File: src/core/charge_seq_pkg.sv
// constants and types for the charge sequencing and safety timer block
package charge_seq_pkg;
    // operating modes
    typedef enum logic [1:0] {
        MODE_CHARGE,
        MODE_BOOST,
        MODE_HIZ
    } op_mode_t;

    // charge phases
    typedef enum logic [2:0] {
        PH_IDLE,
        PH_SHORT,
        PH_RAMP,
        PH_TAPER,
        PH_DONE,
        PH_OFF
    } phase_t;

    // status code field values
    localparam logic [2:0] STAT_READY = 3'h0;
    localparam logic [2:0] STAT_CHARGING = 3'h1;
    localparam logic [2:0] STAT_DONE = 3'h2;
    localparam logic [2:0] STAT_FAULT = 3'h3;

    // current and voltage codes (mA / mV)
    localparam int CUR_W = 12;
    localparam int VOLT_W = 13;
    localparam logic [11:0] INPUT_LIMIT_RST = 12'h064;   // 100 mA
    localparam logic [11:0] FAST_CHARGE_RST = 12'h0fa;   // 250 mA
    localparam logic [11:0] TERM_CURRENT_RST = 12'h032;  // 50 mA
    localparam logic [12:0] REG_VOLT_MIN = 13'h0dac;     // 3500 mV
    localparam logic [12:0] REG_VOLT_MAX = 13'h1158;     // 4440 mV
    localparam logic [12:0] REG_VOLT_RST = 13'h0dd4;     // 3540 mV
    localparam logic [12:0] RECHARGE_OFFSET = 13'h0078;  // 120 mV
    localparam logic [11:0] RAMP_STEP_RST = 12'h001;     // mA per ramp tick
    localparam logic TERM_ENABLE_RST = 1'b0;

    // timing
    localparam longint CLK_HZ = 125000000;
    localparam longint LONG_TIMER_S = 1920;              // 32 minutes
    localparam longint SHORT_TIMER_S = 32;
    localparam longint TICK_HZ = 1000;                   // divided reference
    localparam longint TICK_CYCLES = CLK_HZ / TICK_HZ;
    localparam longint LONG_TICKS = LONG_TIMER_S * TICK_HZ;
    localparam longint SHORT_TICKS = SHORT_TIMER_S * TICK_HZ;
    localparam int RAMP_TICK_CYCLES = 125;               // 1 us slew step
endpackage

File: src/core/charge_seq.sv
// charge sequencing with two-stage safety timer for a one-cell charger
//
// Overview of operation
// three modes: charge, boost, high impedance
// high impedance: no charge, no boost
// below short threshold apply short current only
// above short: ramp current toward limit
// input limit defaults 100 mA, host programmable
// regulation voltage programmable 3.5 to 4.44 V
// terminate at termination current above recharge level
// termination disabled when enable bit is 0
// recharge, weak-battery power-up, enable toggle restart
// charge start runs long timer; writes stop it
// long timer stopped starts short timer
// kick restarts short timer, bit self-clears
// short expiry: stop, defaults, long timer, resume
// long expiry: charger off, fault code
// timer fault latched until power-on reset
// status held until host reads it
// thermal shutdown freezes timers, stops switching
// timers count divided reference, counts parameterised
// kick reads 0 idle; no double start
`timescale 1ns/1ps
module charge_seq #(
    parameter longint TICK_CYCLES = charge_seq_pkg::TICK_CYCLES,
    parameter longint LONG_TICKS = charge_seq_pkg::LONG_TICKS,
    parameter longint SHORT_TICKS = charge_seq_pkg::SHORT_TICKS,
    parameter bit AUTO_CHARGE = 1'b1
) (
    input wire logic sys_clk, // 125 MHz clock
    input wire logic nrst, // sync reset, active low (supply power-on reset)
    input wire logic host_write, // one-cycle pulse per host register write
    input wire logic status_read, // one-cycle pulse: host read status
    input wire logic boost_req, // host boost mode bit
    input wire logic hiz_req, // host high impedance bit
    input wire logic charge_enable, // host charger enable bit
    input wire logic charge_reset, // pulse: host reset bit written
    input wire logic term_enable, // host termination enable bit
    input wire logic kick_write, // pulse: host writes 1 to safety_timer_kick
    input wire logic limit_write, // pulse: load input_current_limit
    input wire logic [11:0] limit_in, // new input_current_limit, mA
    input wire logic fast_write, // pulse: load fast-charge current
    input wire logic [11:0] fast_in, // new fast-charge current, mA
    input wire logic term_write, // pulse: load termination_current
    input wire logic [11:0] term_in, // new termination_current, mA
    input wire logic volt_write, // pulse: load regulation_voltage
    input wire logic [12:0] volt_in, // new regulation_voltage, mV
    input wire logic [12:0] bat_mv, // battery voltage from monitor, mV
    input wire logic [11:0] chg_ma, // measured charge current, mA
    input wire logic bat_short, // battery below short threshold (pin)
    input wire logic bat_weak, // battery below weak_battery_threshold (pin)
    input wire logic thermal_sd, // thermal shutdown (pin)
    output logic [1:0] op_mode, // active mode, op_mode_t
    output logic switching_en, // pwm stage enable
    output logic short_current_en, // fixed short-circuit current source
    output logic boost_en, // boost stage enable
    output logic low_power, // high impedance low draw
    output logic [11:0] charge_target, // ramped charge current target, mA
    output logic [11:0] input_current_limit, // active input limit, mA
    output logic [12:0] regulation_voltage, // active regulation voltage, mV
    output logic [11:0] termination_current, // active termination level, mA
    output logic [2:0] status_code_field, // reported status code
    output logic safety_timer_kick, // kick bit readback
    output logic timer_fault, // latched safety timer fault
    output logic long_timer_run, // long_safety_timer running
    output logic short_timer_run // short_keepalive_timer running
);
    // ------------------------------------------------------------
    // elaboration checks
    // ------------------------------------------------------------
    // a zero count would wrap the compare value to all ones, the longest possible timeout
    if (TICK_CYCLES < 1 || LONG_TICKS < 1 || SHORT_TICKS < 1) begin
        $error("timer counts must be at least one");
    end
    // divider and timers count in 32-bit registers
    if (TICK_CYCLES > 64'hffff_ffff || LONG_TICKS > 64'hffff_ffff) begin
        $error("timer counts exceed the 32-bit counters");
    end
    if (SHORT_TICKS > 64'hffff_ffff) begin
        $error("short timer count exceeds the 32-bit counter");
    end
    // the slew divider is 8 bits wide
    if (charge_seq_pkg::RAMP_TICK_CYCLES < 1 || charge_seq_pkg::RAMP_TICK_CYCLES > 256) begin
        $error("ramp tick count does not fit the slew divider");
    end

    // ------------------------------------------------------------
    // input synchronisers
    // ------------------------------------------------------------
    // pins are asynchronous: two flops before any logic
    logic [2:0] pin_s1_reg;
    logic [2:0] pin_s2_reg;
    always_ff @(posedge sys_clk) begin
        pin_s1_reg <= {thermal_sd, bat_weak, bat_short};
        pin_s2_reg <= pin_s1_reg;
    end
    wire short_s = pin_s2_reg[0];
    wire weak_s = pin_s2_reg[1];
    wire hot_s = pin_s2_reg[2];

    // ------------------------------------------------------------
    // charge parameters
    // ------------------------------------------------------------
    logic [11:0] limit_reg;
    logic [11:0] fast_reg;
    logic [11:0] term_reg;
    logic [12:0] volt_reg;
    logic term_en_reg;
    logic defaults_load;
    // out-of-range writes pulled to the nearest end
    wire [12:0] volt_clamped = (volt_in < charge_seq_pkg::REG_VOLT_MIN) ?
        charge_seq_pkg::REG_VOLT_MIN : (volt_in > charge_seq_pkg::REG_VOLT_MAX) ?
        charge_seq_pkg::REG_VOLT_MAX : volt_in;
    // short timer expiry restores every default
    always_ff @(posedge sys_clk) begin
        if (!nrst || defaults_load) begin
            limit_reg <= charge_seq_pkg::INPUT_LIMIT_RST;
            fast_reg <= charge_seq_pkg::FAST_CHARGE_RST;
            term_reg <= charge_seq_pkg::TERM_CURRENT_RST;
            volt_reg <= charge_seq_pkg::REG_VOLT_RST;
            term_en_reg <= charge_seq_pkg::TERM_ENABLE_RST;
        end else begin
            if (limit_write) limit_reg <= limit_in;
            if (fast_write) fast_reg <= fast_in;
            if (term_write) term_reg <= term_in;
            if (volt_write) volt_reg <= volt_clamped;
            if (host_write) term_en_reg <= term_enable;
        end
    end
    assign input_current_limit = limit_reg;
    assign regulation_voltage = volt_reg;
    assign termination_current = term_reg;

    // ------------------------------------------------------------
    // mode selection
    // ------------------------------------------------------------
    charge_seq_pkg::op_mode_t mode_next;
    charge_seq_pkg::op_mode_t mode_reg;
    // high impedance outranks boost
    assign mode_next = hiz_req ? charge_seq_pkg::MODE_HIZ :
        boost_req ? charge_seq_pkg::MODE_BOOST : charge_seq_pkg::MODE_CHARGE;
    always_ff @(posedge sys_clk) begin
        if (!nrst) mode_reg <= charge_seq_pkg::MODE_HIZ;
        else mode_reg <= mode_next;
    end
    wire in_charge = (mode_reg == charge_seq_pkg::MODE_CHARGE);
    assign op_mode = mode_reg;

    // ------------------------------------------------------------
    // reference tick divider
    // ------------------------------------------------------------
    // one reference tick drives both safety timers
    logic [31:0] div_reg;
    wire tick = (div_reg == 32'(TICK_CYCLES - 1));
    always_ff @(posedge sys_clk) begin
        if (!nrst || tick) div_reg <= 32'h0;
        else div_reg <= div_reg + 32'h1;
    end
    // separate slew step divider for the current ramp
    logic [7:0] ramp_div_reg;
    wire ramp_tick = (ramp_div_reg == 8'(charge_seq_pkg::RAMP_TICK_CYCLES - 1));
    always_ff @(posedge sys_clk) begin
        if (!nrst || ramp_tick) ramp_div_reg <= 8'h0;
        else ramp_div_reg <= ramp_div_reg + 8'h1;
    end

    // ------------------------------------------------------------
    // phase decoding
    // ------------------------------------------------------------
    // phases in which current flows into the battery
    function automatic logic phase_active(input charge_seq_pkg::phase_t ph);
        return (ph == charge_seq_pkg::PH_SHORT) || (ph == charge_seq_pkg::PH_RAMP) ||
            (ph == charge_seq_pkg::PH_TAPER);
    endfunction
    // phases in which the pwm stage regulates the current
    function automatic logic phase_pwm(input charge_seq_pkg::phase_t ph);
        return (ph == charge_seq_pkg::PH_RAMP) || (ph == charge_seq_pkg::PH_TAPER);
    endfunction

    // ------------------------------------------------------------
    // charge phase machine
    // ------------------------------------------------------------
    charge_seq_pkg::phase_t phase_reg;
    charge_seq_pkg::phase_t phase_next;
    logic fault_reg;
    logic en_prev_reg;
    logic por_seen_reg;
    logic short_expire;
    logic long_expire;
    wire en_toggle = en_prev_reg != charge_enable;
    wire [12:0] recharge_mv = volt_reg - charge_seq_pkg::RECHARGE_OFFSET;
    wire recharge_hit = bat_mv < recharge_mv;
    // weak-battery start fires once, on the first released cycle
    wire por_start = !por_seen_reg && AUTO_CHARGE && weak_s;
    wire restart = charge_reset || (en_toggle && charge_enable) || por_start;
    wire term_hit = term_en_reg && (chg_ma <= term_reg) && !recharge_hit;
    // the power-up start overrides the host bits
    wire may_charge = (in_charge || por_start) && (charge_enable || por_start)
        && !fault_reg;
    always_comb begin
        phase_next = phase_reg;
        unique case (phase_reg)
            charge_seq_pkg::PH_IDLE: begin
                if (may_charge) phase_next = charge_seq_pkg::PH_SHORT;
            end
            charge_seq_pkg::PH_SHORT: begin
                if (!short_s) phase_next = charge_seq_pkg::PH_RAMP;
            end
            charge_seq_pkg::PH_RAMP: begin
                if (short_s) phase_next = charge_seq_pkg::PH_SHORT;
                else if (bat_mv >= volt_reg) phase_next = charge_seq_pkg::PH_TAPER;
            end
            charge_seq_pkg::PH_TAPER: begin
                if (term_hit) phase_next = charge_seq_pkg::PH_DONE;
                else if (bat_mv < volt_reg) phase_next = charge_seq_pkg::PH_RAMP;
            end
            charge_seq_pkg::PH_DONE: begin
                if (recharge_hit) phase_next = charge_seq_pkg::PH_SHORT;
            end
            charge_seq_pkg::PH_OFF: begin
                phase_next = charge_seq_pkg::PH_OFF;
            end
        endcase
        if (phase_reg != charge_seq_pkg::PH_OFF) begin
            if (long_expire) phase_next = charge_seq_pkg::PH_OFF;
            else if (!may_charge) phase_next = charge_seq_pkg::PH_IDLE;
            else if (restart || short_expire) phase_next = charge_seq_pkg::PH_SHORT;
        end
    end
    always_ff @(posedge sys_clk) begin
        if (!nrst) begin
            phase_reg <= charge_seq_pkg::PH_IDLE;
            en_prev_reg <= 1'b0;
            por_seen_reg <= 1'b0;
        end else begin
            phase_reg <= phase_next;
            en_prev_reg <= charge_enable;
            por_seen_reg <= 1'b1;
        end
    end
    wire charging = phase_active(phase_reg);
    // entry to precharge from a stopped phase
    wire start_charge = charging == 1'b0 && phase_next == charge_seq_pkg::PH_SHORT;

    // ------------------------------------------------------------
    // current ramp
    // ------------------------------------------------------------
    logic [11:0] target_reg;
    wire [11:0] ceiling = (fast_reg < limit_reg) ? fast_reg : limit_reg;
    // taper keeps the ramped level; the voltage loop trims the current
    wire ramp_up = (phase_reg == charge_seq_pkg::PH_RAMP) && ramp_tick && !hot_s &&
        (target_reg < ceiling);
    always_ff @(posedge sys_clk) begin
        if (!nrst || !phase_pwm(phase_reg)) begin
            target_reg <= 12'h0;
        end else if (ramp_up) begin
            target_reg <= target_reg + charge_seq_pkg::RAMP_STEP_RST;
        end else if (target_reg > ceiling) begin
            target_reg <= ceiling;
        end
    end
    assign charge_target = target_reg;
    assign short_current_en = (phase_reg == charge_seq_pkg::PH_SHORT) && !hot_s;
    assign switching_en = !hot_s && ((in_charge && phase_pwm(phase_reg)) || boost_en);
    assign boost_en = (mode_reg == charge_seq_pkg::MODE_BOOST) && !hot_s;
    assign low_power = (mode_reg == charge_seq_pkg::MODE_HIZ);

    // ------------------------------------------------------------
    // safety timers
    // ------------------------------------------------------------
    logic long_run_reg;
    logic short_run_reg;
    logic kick_reg;
    logic [31:0] long_cnt_reg;
    logic [31:0] short_cnt_reg;
    wire tmr_tick = tick && !hot_s;
    assign long_expire = long_run_reg && tmr_tick && long_cnt_reg == 32'(LONG_TICKS - 1);
    // a pending kick blocks short expiry in its own cycle
    assign short_expire = short_run_reg && tmr_tick &&
        short_cnt_reg == 32'(SHORT_TICKS - 1) && !kick_reg;
    assign defaults_load = short_expire;
    // expiry and fault outrank a host write in the same cycle
    always_ff @(posedge sys_clk) begin
        if (!nrst) begin
            long_run_reg <= 1'b0;
            short_run_reg <= 1'b0;
            long_cnt_reg <= 32'h0;
            short_cnt_reg <= 32'h0;
        end else if (long_expire || fault_reg) begin
            long_run_reg <= 1'b0;
            short_run_reg <= 1'b0;
        end else if (short_expire) begin
            short_run_reg <= 1'b0;
            long_run_reg <= 1'b1;
            long_cnt_reg <= 32'h0;
        end else if (long_run_reg && host_write) begin
            long_run_reg <= 1'b0;
            short_run_reg <= 1'b1;
            short_cnt_reg <= 32'h0;
        end else if (start_charge && !short_run_reg) begin
            long_run_reg <= 1'b1;
            long_cnt_reg <= 32'h0;
        end else begin
            if (short_run_reg && kick_reg) short_cnt_reg <= 32'h0;
            else if (short_run_reg && tmr_tick) short_cnt_reg <= short_cnt_reg + 32'h1;
            if (long_run_reg && tmr_tick) long_cnt_reg <= long_cnt_reg + 32'h1;
        end
    end
    always_ff @(posedge sys_clk) begin
        if (!nrst) kick_reg <= 1'b0;
        else if (kick_write) kick_reg <= 1'b1;
        else kick_reg <= 1'b0;
    end
    assign safety_timer_kick = kick_reg;
    assign long_timer_run = long_run_reg;
    assign short_timer_run = short_run_reg;

    // ------------------------------------------------------------
    // fault latch and status
    // ------------------------------------------------------------
    // only reset clears the timer fault
    always_ff @(posedge sys_clk) begin
        if (!nrst) fault_reg <= 1'b0;
        else if (long_expire) fault_reg <= 1'b1;
    end
    assign timer_fault = fault_reg;
    logic [2:0] stat_reg;
    logic stat_unread_reg;
    logic [2:0] stat_now;
    assign stat_now = fault_reg || long_expire ? charge_seq_pkg::STAT_FAULT :
        charging ? charge_seq_pkg::STAT_CHARGING :
        (phase_reg == charge_seq_pkg::PH_DONE) ? charge_seq_pkg::STAT_DONE :
        charge_seq_pkg::STAT_READY;
    // a read in the cycle of a change lets the new code through
    always_ff @(posedge sys_clk) begin
        if (!nrst) begin
            stat_reg <= charge_seq_pkg::STAT_READY;
            stat_unread_reg <= 1'b0;
        end else if (stat_now != stat_reg && (!stat_unread_reg || status_read)) begin
            stat_reg <= stat_now;
            stat_unread_reg <= 1'b1;
        end else if (status_read) begin
            stat_unread_reg <= 1'b0;
        end
    end
    assign status_code_field = stat_reg;
endmodule

File: config.mk
export PLATFORM = sky130hd
export DESIGN_NAME = charge_seq
export DESIGN_NICKNAME = d
export VERILOG_FILES = /design/src/core/charge_seq_pkg.sv /design/src/core/charge_seq.sv
export SDC_FILE = /design/constraint.sdc
export NUM_CORES = 1
export LEC_CHECK = 0
export BUFFER_PORTS_ARGS = -buffer_cell sky130_fd_sc_hd__clkbuf_2
export CORE_ASPECT_RATIO = 1.75
export CORE_MARGIN = 2
export CORE_UTILIZATION = 41
export DETAILED_ROUTE_END_ITERATION = 12
export GPL_TIMING_DRIVEN = 1
export PLACE_DENSITY = 0.65
export SLEW_MARGIN = 0
export SYNTH_ARGS = -nofsm -noshare
export SYNTH_HDL_FRONTEND = slang
export SYNTH_SLANG_ARGS = --single-unit
File: constraint.sdc
create_clock -name sys_clk -period 5.9 [get_ports sys_clk]
set_input_delay 1.18 -clock sys_clk [delete_from_list [all_inputs] [get_ports sys_clk]]
set_output_delay 1.18 -clock sys_clk [all_outputs]
set_load 0.05 [all_outputs]
==> reports/metrics.csv <==
metric,value,unit
vias_per_cell,5.715,
ys_top_cells_by_count,"dfxtp_1, nor2_1, nand2_1",
cts_root_buffer,clkbuf_16,
ios,153,
synth.area.top_cells,"dfxtp_1, ha_1, nor2_1",
num_rows,77,
antenna_found_initial,0,
diodes,0,
grt_overflow_total,0,
routed_wirelength,29900,µm
die_h,215.6,µm
synthCells,1289,
critPathSlowestCell,a31oi_2,
reg2reg_slack,0.99,ns
synth_fp_nets,1445,
ys_warn_count,0,
io_buffers,151,
finalPower,2.904,mW
ys.flop_type,dfxtp_1,
grt_pass1_wl,49610,µm
clk_pin_slew_worst_paths,0.07,ns
synth_top_family_by_area,simple AND/OR/NAND/NOR gates,
cpPeakStageDelay,0.70,ns
grt_pass1_vias,10009,
finalHoldViolCount,0,
arrival,5.30,ns
fin_ws,0.9925,ns
crit_chain,"inv_1, ha_1, a21o_1, a21o_1, a21oi_1, o21a_1, o21ai_0, a31oi_2, nor2_1, a21oi_1, ha_1, nor2b_1, o21a_1, o21a_1, o21ai_0, nand4_1, buf_4, and2_1, a211o_1, a21oi_1, o221a_2",
yosysTopAreaCellShare,0.3551,
fill_cells,2520,
setup_viol_count_final,0,
critPathCaptureType,register,
placed_area,11540,µm²
die_w,124.9,µm
peakVddDrop,0.1957,mV
status,"finished, final reports clean",
synth_seq_cells,186,
setup_tns,0,ns
ant_nets,0,
start_util,0.4154,
cts_tree,done,
hold_path.class,register to register,
power_density,239.5,nW/µm²
synth.avg_cell_area,8.135,µm²
synthXorXnorAreaFrac,0.03424,
cts_hold_buf,0,
wl_per_cell,17.08,µm
synth-edff-count,0,
rsz0062_at_grt,no,
gp_congestion,0.8866,
synthSimpleGateAreaFrac,0.2877,
multi_input_area,6360,µm²
holdWs,0.3292,ns
fmax,0.2038,GHz
cp.required,6.29,ns
synth_area_leader_cell,dfxtp_1,
yosysMostFrequentCell,dfxtp_1,
async_flop_share,0,
syn_to_final_growth,15.67,%
drc,0,
dr_total_vias,10007,
path_class,register to register,
drive_above_1_share,0.1568,
clock_path_buffers,2,
synth-compound-area-share,0.1735,
fin_crit_sh,0.8318,
postLayoutCellArea,12130,µm²
synth.area.mux_share,0.03162,
p_leak,5.155,nW
cts-buffers-inserted,17,
finalClockSkew,0.01171,ns
worst_pin_slew,1.012,ns
slew_violations,0,
cts_setup_buffers,0,
grt_use_total,0.2243,
ctsResizeCount,0,
grt_start_max_net_pins,33,
slew_headroom,0.3238,
final-seq-area,3724,µm²
clk_latency,0.45,ns
drtIter0Drc,489,
h-tree-depth,4,
nets,1579,
crit_path_start_kind,register,
cts_sinks,186,
critPathMaxFanout,17,
drt-pass1-iter-count,5,
ys_types,69,
synth_seq_area_share,0.3551,
fin_crit,4.907,ns
syn-cell-area,10490,µm²
pre_cts_slack,1.061,ns
fp.dieArea,26920,µm²
dp_hpwl,22770,µm
design.core.area,25240,µm²
cap_viol_max_count,0,
synth_fa_ha_area_frac,0.07756,
## per-stage QoR
step / util / instances
2_1_floorplan: - / 1289
3_3_place_gp: 0.4571 / 1720
3_5_place_dp: 0.4571 / 1720
4_1_cts: 0.4805 / 1751
5_1_grt: 0.4805 / 1751
6_report: 0.4805 / 1751
## report_power, final
group	internal, mW	total (mW)	switching [mW]
logic	0.142	0.403	0.262
clock network	0.676	1.18	0.501
registers	1.29	1.32	0.0375
## path summary, 6_finish.rpt
path / from / cells past startpoint / endpoint
setup / recovery: input_current_limit[1] / 21 / charge_target[4]
hold / removal: pin_s1_reg[1] / 0 / pin_s2_reg[1]
setup reg to reg: input_current_limit[1] / 21 / charge_target[4]
hold reg to reg: pin_s1_reg[1] / 0 / pin_s2_reg[1]
## cells in the final DEF, fill, tap and decap left out, types with 17 or more instances in the layout
master / n
dfxtp_1: 186
nor2_1: 170
clkbuf_2: 151
nand2_1: 98
a21oi_1: 84
ha_1: 65
o21ai_0: 63
nand3_1: 62
inv_1: 54
and3_1: 47
a221o_1: 33
mux2i_1: 32
nand4_1: 30
nor3_1: 29
nor4_1: 25
xor2_1: 25
and2_1: 18
nand3b_1: 17
clkbuf_16: 17
## layer usage
layer  part of all wire  track usage
met5                  0            0
met4              0.036       0.1056
met1               0.38       0.2346
met3              0.038      0.03867
met2               0.54       0.4291
## final cells by class
cell class                      instances  share of cell area
Inverter                               55             0.01702
Tap cell                              316             0.03260
Timing Repair Buffer                  164             0.07035
Clock inverter                         11             0.01186
Multi-Input combinational cell        999              0.5243
Sequential cell                       186              0.3070
Clock buffer                           20             0.03683
## critical path: cells and delay by family, from the launching register on
kind	cells	cell delay, ns
buf+inv	2	0.29
flops	1	0.40
compound gates	13	2.95
fa+ha+maj	2	0.56
simple gates	4	0.67
## logic make-up after synthesis
kind of cell    after synthesis
compound gates              272
xor+xnor                     41
fa+ha+maj                    65
buf+inv                     104
flops                       186
mux                          33
other cells                   1
simple gates                587
Power figures use the tool's default switching activity.
